$ cat config.mk
export PLATFORM = sky130hd
export DESIGN_NAME = cst_ctrl
export DESIGN_NICKNAME = d
export VERILOG_FILES = /design/src/cst_pkg.sv /design/src/cst_ctrl.sv
export SDC_FILE = /design/constraint.sdc
export NUM_CORES = 2
export LEC_CHECK = 0
export BUFFER_PORTS_ARGS = -buffer_cell sky130_fd_sc_hd__buf_4
export CELL_PAD_IN_SITES_DETAIL_PLACEMENT = 1
export CELL_PAD_IN_SITES_GLOBAL_PLACEMENT = 1
export CORE_MARGIN = 2
export CORE_UTILIZATION = 53
export DETAILED_ROUTE_END_ITERATION = 8
export GPL_TIMING_DRIVEN = 0
export PLACE_DENSITY = 0.92
export SLEW_MARGIN = 20
export SYNTH_ARGS = -nofsm -noshare
export SYNTH_HDL_FRONTEND = slang
export SYNTH_SLANG_ARGS = --single-unit
$ cat constraint.sdc
create_clock -name i_clk -period 66.4 [get_ports i_clk]
set_input_delay 6.64 -clock i_clk [delete_from_list [all_inputs] [get_ports i_clk]]
set_output_delay 6.64 -clock i_clk [all_outputs]
set_load 0.05 [all_outputs]
$ cat src/cst_pkg.sv
// Package of constants and types for the confirmed-status task controller.
package cst_pkg;
  localparam int CLK_HZ = 40000000;
  localparam int ALERT_TIME_S = 5;
  localparam int ALERT_CYCLES = ALERT_TIME_S * CLK_HZ;
  localparam int TAG_W = 4;
  localparam int PATH_W = 4;
  localparam int INIT_W = 3;
  localparam int OFS_W = 32;
  localparam int PAGE_BYTES = 16;
  // Register bus offsets.
  localparam logic [7:0] REG_CTRL = 8'h00;
  localparam logic [7:0] REG_STATUS = 8'h04;
  localparam logic [7:0] REG_UA_FLAGS = 8'h08;
  localparam logic [7:0] REG_PAGE_BASE = 8'h40;
  localparam int CTRL_HOLD_BIT = 0;
  localparam logic [7:0] PAGE_RESET = 8'h00;
  // Outgoing message kinds.
  localparam logic [2:0] TX_NONE = 3'h0;
  localparam logic [2:0] TX_STATUS = 3'h1;
  localparam logic [2:0] TX_ALERT = 3'h2;
  localparam logic [2:0] TX_DATA_REQ = 3'h3;
  localparam logic [2:0] TX_DATA_RDY = 3'h4;
  localparam logic [2:0] TX_CHECK = 3'h5;
  typedef enum logic [1:0] {
    SLOT_IDLE = 2'b00,
    SLOT_RUN = 2'b01,
    SLOT_WAIT = 2'b11,
    SLOT_HELD = 2'b10
  } slot_state_t;
endpackage

$ cat src/cst_ctrl.sv
// Confirmed-status task controller: per-tag interlock, restart, attention, mode page.
`timescale 1ns/1ps
module cst_ctrl #(
  parameter int ALERT_CYC = cst_pkg::ALERT_CYCLES,
  parameter int TAGS = 1 << cst_pkg::TAG_W,
  parameter int INITS = 1 << cst_pkg::INIT_W
) (
  input wire logic i_clk,
  input wire logic i_rst,
  // Incoming command message.
  input wire logic i_cmd_valid,
  input wire logic [cst_pkg::TAG_W-1:0] i_cmd_tag,
  input wire logic [cst_pkg::PATH_W-1:0] i_cmd_logical_path_id,
  input wire logic i_cmd_confirm,
  input wire logic i_cmd_write,
  // Task engine reports a task done and wants to send status.
  input wire logic i_done_valid,
  input wire logic [cst_pkg::TAG_W-1:0] i_done_tag,
  // Task engine asks to begin a new data burst.
  input wire logic i_burst_req,
  input wire logic [cst_pkg::TAG_W-1:0] i_burst_tag,
  // Incoming confirm-status message.
  input wire logic i_conf_valid,
  input wire logic [cst_pkg::TAG_W-1:0] i_conf_tag,
  input wire logic i_conf_complete,
  input wire logic [cst_pkg::OFS_W-1:0] i_conf_offset,
  input wire logic [cst_pkg::PATH_W-1:0] i_conf_replacement_path_id,
  // Incoming data frame or message of a task, checked for staleness.
  input wire logic i_frame_valid,
  input wire logic [cst_pkg::TAG_W-1:0] i_frame_tag,
  input wire logic [cst_pkg::PATH_W-1:0] i_frame_logical_path_id,
  // Query-node message.
  input wire logic i_query_valid,
  input wire logic i_query_direction_bit,
  input wire logic [cst_pkg::PATH_W-1:0] i_query_logical_path_id,
  input wire logic [cst_pkg::INIT_W-1:0] i_query_init,
  input wire logic i_query_port,
  // Unit attention event, with optional causing initiator.
  input wire logic i_ua_event,
  input wire logic i_ua_by_msg,
  input wire logic [cst_pkg::INIT_W-1:0] i_ua_cause_init,
  input wire logic i_auto_hold_error_state,
  // Register bus.
  input wire logic [7:0] i_addr,
  input wire logic [31:0] i_wdata,
  input wire logic i_wr,
  input wire logic i_rd,
  output logic [31:0] o_rdata,
  // Outgoing message.
  output logic [2:0] o_tx_kind,
  output logic [cst_pkg::TAG_W-1:0] o_tx_tag,
  output logic [cst_pkg::PATH_W-1:0] o_tx_path,
  output logic [cst_pkg::OFS_W-1:0] o_tx_offset,
  output logic o_burst_grant,
  output logic o_frame_accept,
  output logic o_frame_drop,
  output logic o_sense_valid
);
  // ****************************************
  // Per-tag slot state
  // ****************************************
  cst_pkg::slot_state_t st_r [TAGS];
  logic [TAGS-1:0] conf_r;
  logic [TAGS-1:0] wr_r;
  logic [cst_pkg::PATH_W-1:0] path_r [TAGS];
  logic [31:0] tmo_r [TAGS];
  logic [TAGS-1:0] expire;
  // Initiator table: path to initiator map, port and per-initiator attention flags.
  logic [INITS-1:0] ua_r;
  logic [INITS-1:0] init_known;
  logic [cst_pkg::INIT_W-1:0] p2i_r [1 << cst_pkg::PATH_W];
  logic [(1 << cst_pkg::PATH_W)-1:0] pvalid_r;
  logic [(1 << cst_pkg::PATH_W)-1:0] pport_r;
  logic hold_r;
  logic [7:0] page_r [cst_pkg::PAGE_BYTES];

  wire hold = i_auto_hold_error_state | hold_r;
  wire [cst_pkg::INIT_W-1:0] cmd_init = p2i_r[i_cmd_logical_path_id];
  wire cmd_ua = i_cmd_valid && pvalid_r[i_cmd_logical_path_id] && ua_r[cmd_init];
  wire conf_live = i_conf_valid && st_r[i_conf_tag] != cst_pkg::SLOT_IDLE;
  wire conf_ok = conf_live && i_conf_complete && st_r[i_conf_tag] == cst_pkg::SLOT_WAIT;
  wire conf_restart = conf_live && !i_conf_complete;
  wire done_ok = i_done_valid && st_r[i_done_tag] == cst_pkg::SLOT_RUN && !hold;
  wire burst_ok = i_burst_req && st_r[i_burst_tag] == cst_pkg::SLOT_RUN && !hold;
  // Stale frames carry the path the task had before it was moved.
  wire frame_ok = i_frame_valid && st_r[i_frame_tag] != cst_pkg::SLOT_IDLE
    && path_r[i_frame_tag] == i_frame_logical_path_id;
  wire [cst_pkg::TAG_W-1:0] exp_tag;
  wire exp_any = |expire;

  // Lowest-numbered expired timer is reported first.
  function automatic logic [cst_pkg::TAG_W-1:0] first_set(input logic [TAGS-1:0] v);
    first_set = '0;
    for (int k = TAGS - 1; k >= 0; k--)
      if (v[k])
        first_set = k[cst_pkg::TAG_W-1:0];
  endfunction
  assign exp_tag = first_set(expire);

  // ****************************************
  // Slot machines and confirm timers
  // ****************************************
  genvar g;
  generate
    for (g = 0; g < TAGS; g++)
    begin : g_slot
      assign expire[g] = st_r[g] == cst_pkg::SLOT_WAIT && conf_r[g]
        && tmo_r[g] == ALERT_CYC[31:0] - 32'h1;
      // Command opens a slot unless its initiator has an attention flag set; confirm with complete set frees it.
      always_ff @(posedge i_clk or posedge i_rst)
      begin
        if (i_rst)
        begin
          st_r[g] <= cst_pkg::SLOT_IDLE;
          conf_r[g] <= 1'b0;
          wr_r[g] <= 1'b0;
          path_r[g] <= '0;
          tmo_r[g] <= 32'h0;
        end
        else if (i_cmd_valid && i_cmd_tag == g)
        begin
          st_r[g] <= cmd_ua ? cst_pkg::SLOT_IDLE : cst_pkg::SLOT_RUN;
          conf_r[g] <= i_cmd_confirm;
          wr_r[g] <= i_cmd_write;
          path_r[g] <= i_cmd_logical_path_id;
          tmo_r[g] <= 32'h0;
        end
        else if (conf_restart && i_conf_tag == g)
        begin
          st_r[g] <= cst_pkg::SLOT_RUN;
          path_r[g] <= i_conf_replacement_path_id;
          tmo_r[g] <= 32'h0;
        end
        else if (conf_ok && i_conf_tag == g)
          st_r[g] <= cst_pkg::SLOT_IDLE;
        else if (done_ok && i_done_tag == g)
        begin
          st_r[g] <= conf_r[g] ? cst_pkg::SLOT_WAIT : cst_pkg::SLOT_IDLE;
          tmo_r[g] <= 32'h0;
        end
        else if (expire[g])
          tmo_r[g] <= (exp_tag == g) ? 32'h0 : tmo_r[g];
        else if (st_r[g] == cst_pkg::SLOT_WAIT)
          tmo_r[g] <= tmo_r[g] + 32'h1;
      end
    end
  endgenerate

  // ****************************************
  // Initiator table and attention flags
  // ****************************************
  // An initiator is known once any of its paths has a table entry. An event that
  // comes before an initiator's first query is not presented to it later.
  always_comb
  begin
    init_known = '0;
    for (int k = 0; k < (1 << cst_pkg::PATH_W); k++)
      if (pvalid_r[k])
        init_known[p2i_r[k]] = 1'b1;
  end

  generate
    for (g = 0; g < INITS; g++)
    begin : g_ua
      // A new event wins over a clear in the same cycle.
      always_ff @(posedge i_clk or posedge i_rst)
      begin
        if (i_rst)
          ua_r[g] <= 1'b0;
        else if (i_ua_event && init_known[g] && !(i_ua_by_msg && i_ua_cause_init == g))
          ua_r[g] <= 1'b1;
        else if (cmd_ua && cmd_init == g)
          ua_r[g] <= 1'b0;
      end
    end
  endgenerate

  // Path entries are built from query-node messages heading outward.
  always_ff @(posedge i_clk or posedge i_rst)
  begin
    if (i_rst)
    begin
      pvalid_r <= '0;
      pport_r <= '0;
      for (int k = 0; k < (1 << cst_pkg::PATH_W); k++)
        p2i_r[k] <= '0;
    end
    else if (i_query_valid && !i_query_direction_bit)
    begin
      pvalid_r[i_query_logical_path_id] <= 1'b1;
      pport_r[i_query_logical_path_id] <= i_query_port;
      p2i_r[i_query_logical_path_id] <= i_query_init;
    end
  end

  // ****************************************
  // Outgoing message selection
  // ****************************************
  // Priority: check condition, restart, alert, status. Status is only sent
  // when no higher-priority message claims the port this cycle.
  logic [2:0] kind_nxt;
  logic [cst_pkg::TAG_W-1:0] tag_nxt;
  logic [cst_pkg::PATH_W-1:0] path_nxt;
  always_comb
  begin
    kind_nxt = cst_pkg::TX_NONE;
    tag_nxt = '0;
    path_nxt = '0;
    if (cmd_ua)
    begin
      kind_nxt = cst_pkg::TX_CHECK;
      tag_nxt = i_cmd_tag;
      path_nxt = i_cmd_logical_path_id;
    end
    else if (conf_restart)
    begin
      kind_nxt = wr_r[i_conf_tag] ? cst_pkg::TX_DATA_REQ : cst_pkg::TX_DATA_RDY;
      tag_nxt = i_conf_tag;
      path_nxt = i_conf_replacement_path_id;
    end
    else if (exp_any)
    begin
      kind_nxt = cst_pkg::TX_ALERT;
      tag_nxt = exp_tag;
      path_nxt = path_r[exp_tag];
    end
    else if (done_ok)
    begin
      kind_nxt = cst_pkg::TX_STATUS;
      tag_nxt = i_done_tag;
      path_nxt = path_r[i_done_tag];
    end
  end

  always_ff @(posedge i_clk or posedge i_rst)
  begin
    if (i_rst)
    begin
      o_tx_kind <= cst_pkg::TX_NONE;
      o_tx_tag <= '0;
      o_tx_path <= '0;
      o_tx_offset <= '0;
      o_burst_grant <= 1'b0;
      o_frame_accept <= 1'b0;
      o_frame_drop <= 1'b0;
      o_sense_valid <= 1'b0;
    end
    else
    begin
      o_tx_kind <= kind_nxt;
      o_tx_tag <= tag_nxt;
      o_tx_path <= path_nxt;
      o_tx_offset <= (!cmd_ua && conf_restart) ? i_conf_offset : '0;
      o_burst_grant <= burst_ok;
      o_frame_accept <= frame_ok;
      o_frame_drop <= i_frame_valid && !frame_ok;
      o_sense_valid <= cmd_ua;
    end
  end

  // ****************************************
  // Register bus
  // ****************************************
  // Page bytes are stored and read back over the bus only; no other logic in the block uses them.
  wire page_hit = i_addr >= cst_pkg::REG_PAGE_BASE
    && i_addr < cst_pkg::REG_PAGE_BASE + 8'(4 * cst_pkg::PAGE_BYTES);
  wire [3:0] page_idx = 4'(((i_addr - cst_pkg::REG_PAGE_BASE) >> 2));
  always_ff @(posedge i_clk or posedge i_rst)
  begin
    if (i_rst)
    begin
      hold_r <= 1'b0;
      for (int k = 0; k < cst_pkg::PAGE_BYTES; k++)
        page_r[k] <= cst_pkg::PAGE_RESET;
    end
    else if (i_wr)
    begin
      if (i_addr == cst_pkg::REG_CTRL)
        hold_r <= i_wdata[cst_pkg::CTRL_HOLD_BIT];
      if (page_hit)
        page_r[page_idx] <= i_wdata[7:0];
    end
  end

  logic [31:0] rd_nxt;
  logic [TAGS-1:0] waitv;
  always_comb
  begin
    for (int k = 0; k < TAGS; k++)
      waitv[k] = st_r[k] == cst_pkg::SLOT_WAIT;
    rd_nxt = 32'h0;
    if (i_addr == cst_pkg::REG_CTRL)
      rd_nxt = {31'h0, hold_r};
    else if (i_addr == cst_pkg::REG_STATUS)
      rd_nxt = 32'(waitv);
    else if (i_addr == cst_pkg::REG_UA_FLAGS)
      rd_nxt = 32'(ua_r);
    else if (page_hit)
      rd_nxt = {24'h0, page_r[page_idx]};
  end

  always_ff @(posedge i_clk or posedge i_rst)
  begin
    if (i_rst)
      o_rdata <= 32'h0;
    else
      o_rdata <= i_rd ? rd_nxt : 32'h0;
  end
endmodule

==> flow_summary.ini <==
[timing]
period_share = 0.1731
fmax_mhz = 87.02
finalCriticalPeriod_ps = 11490
relSlewSlack = 0.2090
hold_violations = 0
worstMarginPinSlew_ps = 1186
skew_ps = 38.04
grt_setup_unrepaired = false
setup_viol = 0
tns_ps = 0
finalMaxSlewViolations = 0

[pwr]
seqPwrFrac = 0.439
ir_drop_mv = 0.02368
internal_power_mw = 1.070
switching_share = 0.3341
p_clk_frac = 0.367
switching_power_mw = 0.5366
p_comb_frac = 0.193
leakagePower_nw = 23.93
power_density_nw_per_um2 = 27.47

[die]
ioPinCount = 211
dieWidth_um = 316.9
placementRows = 114
initial_utilization = 0.5358
coreArea_um2 = 96850
die_area_um2 = 100400
die_h_um = 316.9

[routing]
dr.pass1.iters = 6
drcViolationCount = 0
drtAntennaViolNets = 0
avgRoutedWirePerCell_um = 28.18
initialDrtViolationCount = 5890
drt_wl_total_um = 202200
via_count = 50920
vias_per_cell = 7.097

[critical_path]
r2r-start = st_r[14]
worst-endpoint-arrival_ps = 12050
setup.worst_path.class = input port to flop
cp-startpoint = i_cmd_logical_path_id[0]
r2r_end = tmo_r[210]
cp.required_ps = 66950
rrSetupSlack_ps = 60590
critPathLaunchType = input port
crit_fanout = 10
endpoint = o_tx_path[0]
crit_path_end_kind = flop
rr_worst_depth = 11

[logic_synthesis]
synth_area_um2 = 51900
synth_commonest_cells = dfrtp_1 (904), o21ai_0 (628), nand2_1 (555), nor2_1 (485), clkbuf_1 (272)
synth_top_area_frac = 0.4359
synth-main-ff-cell = dfrtp_1
seq_area_frac_synth = 0.4359
netlist_instances = 5531
synth_most_common_cell = dfrtp_1
ys_ff_latch = 904
synthDistinctLibCells = 101
postSynthAreaPerCell_um2 = 9.383
ys_async_sr_fraction = 1.000
synth_edf_count = 0
yosysTopAreaCell = dfrtp_1
ys_top_cells_by_area = dfrtp_1 (44%), o21ai_0 (6.1%), mux4_2 (5.5%), mux2_2 (4.6%), nand2_1 (4.0%)
synth_warnings = 0

[clock_tree]
cts_made_buffers = 101
cts_max_path_buffers = 3
hold_buffers = 0
cts.repair.resized = 0
cts.sinks = 904
clk_latency_ps = 750
cts_root_buffer = clkbuf_16
cts_tree = done
path_clk_slew_ps = 60
htreeDepth = 3
cts_setup_buffers = 0

[cells_and_area]
post-route-util = 0.6037
multiInputGateArea_um2 = 27760
filler_cell_count = 10890
regArea_um2 = 22620
nNetsFinal = 5962
syn_to_final_growth_pct = 12.67
drive_gt1_frac = 0.1389

[placed_design]
port_buffers = 155
gp_congestion = 1.026
hpwl_um = 137300

[global_routing]
grt_pass1_vias = 52200
antenna_found_initial = 12
grt_first_pass_wirelength_um = 313100
grt_overflow = 0
grt_max_degree = 105
grtUsageTotal = 0.3996

[run_status]
status = completed

[job]
maxCapViolCount = 0

[worst_hold_path]
min_path_type = flop to flop
worstHoldPathCells = 1
==> worst min-delay path by stage <==
| stage | to | slack, ps | startpoint |
|---|---|---|---|
| floorplan | tmo_r[87] | 440 | tmo_r[87] |
| global placement | tmo_r[392] | 470 | tmo_r[392] |
| detailed placement | tmo_r[223] | 480 | tmo_r[223] |
| CTS | tmo_r[223] | 490 | tmo_r[223] |
| global route | tmo_r[209] | 510 | tmo_r[209] |
| finish | tmo_r[223] | 490 | tmo_r[223] |
==> critical path, stage by stage <==
cell and delay, ps:
buf_2 220, buf_2 390, clkbuf_1 750, mux4_2 620, mux4_2 520, o211ai_1 140
or2_1 140, clkbuf_1 870, inv_2 480, clkbuf_1 600, nor3_1 350, a31oi_1 120
o41ai_1 170
==> cell families (layout without fill, tap and decap cells) <==
group           count (synthesis)  count (layout)  synth area share
buf+inv                       398             743           0.03137
other cells                     1              23        0.00007226
xor+xnor                       51              51          0.008607
simple gates                 2402            2402            0.2451
fa+ha+maj                      16              16          0.003857
flops                         904             904            0.4359
compound gates               1341            1341            0.1588
mux                           418             418            0.1163
==> per-stage QoR <==
stage	hold WS, ps	instances	setup slack (ps)	instance area [um^2]	power, mW
finish	488.8	7174	54910	58470	1.606
global route	514.6	7170	54980	58460	1.650
CTS	489.0	7167	55250	58430	1.593
detailed placement	476.9	6987	54550	55030	0.9998
global placement	465.9	6977	24100	54710	0.9763
floorplan	442.5	5546	34350	51950	0.8763
==> sequential cells by signal (all words and copies together), names as in the netlist <==
register / count
ua_r: 8
page_r: 128
o_burst_grant: 1
conf_r: 16
o_frame_accept: 1
o_tx_kind: 3
p2i_r: 48
tmo_r: 512
st_r: 32
o_tx_path: 4
o_rdata: 16
path_r: 64
pvalid_r: 16
o_frame_drop: 1
o_tx_offset: 32
o_sense_valid: 1
hold_r: 1
wr_r: 16
o_tx_tag: 4
==> power groups by stage <==
| stage | clock network [mW] | logic (mW) | registers [mW] |
|---|---|---|---|
| floorplan | 0 | 0.192 | 0.684 |
| global placement | 0 | 0.277 | 0.700 |
| detailed placement | 0 | 0.295 | 0.704 |
| CTS | 0.592 | 0.303 | 0.698 |
| global route | 0.611 | 0.330 | 0.709 |
| finish | 0.590 | 0.310 | 0.706 |
==> area by class of cell <==
type                       instances  area share
inverter                          61    0.004044
clock inverter                    41    0.008838
sequential                       904      0.3869
antenna                            7   0.0002996
buffer                           337     0.02394
multi-input combinational       4244      0.4748
timing repair buffer             165     0.02461
tap                             1276     0.02730
clock buffer                     139     0.04926
==> metal layers <==
metal	track usage	part of all wire	vias to the layer above
met4	0.2077	0.060	16
met2	0.6390	0.46	3025
li1	-	-	21280
met1	0.5010	0.38	25710
met3	0.1034	0.10	885
met5	0	0.00047	-
==> layout by cell type (no fill, tap or decap), drive strengths merged, types with 62 or more instances in the layout <==
| cell type | Yosys | routed |
|---|---|---|
| a21oi | 224 | 224 |
| a31oi | 120 | 120 |
| and3 | 193 | 193 |
| buf | 63 | 228 |
| clkbuf | 274 | 413 |
| dfrtp | 904 | 904 |
| inv | 61 | 62 |
| mux2 | 210 | 210 |
| mux2i | 81 | 81 |
| mux4 | 127 | 127 |
| nand2 | 555 | 555 |
| nand2b | 68 | 68 |
| nand3 | 195 | 195 |
| nand4 | 174 | 174 |
| nor2 | 485 | 485 |
| nor2b | 65 | 65 |
| nor3 | 163 | 163 |
| nor4 | 98 | 98 |
| o21ai | 639 | 639 |
| o31ai | 103 | 103 |
Power figures use the tool's default switching activity.
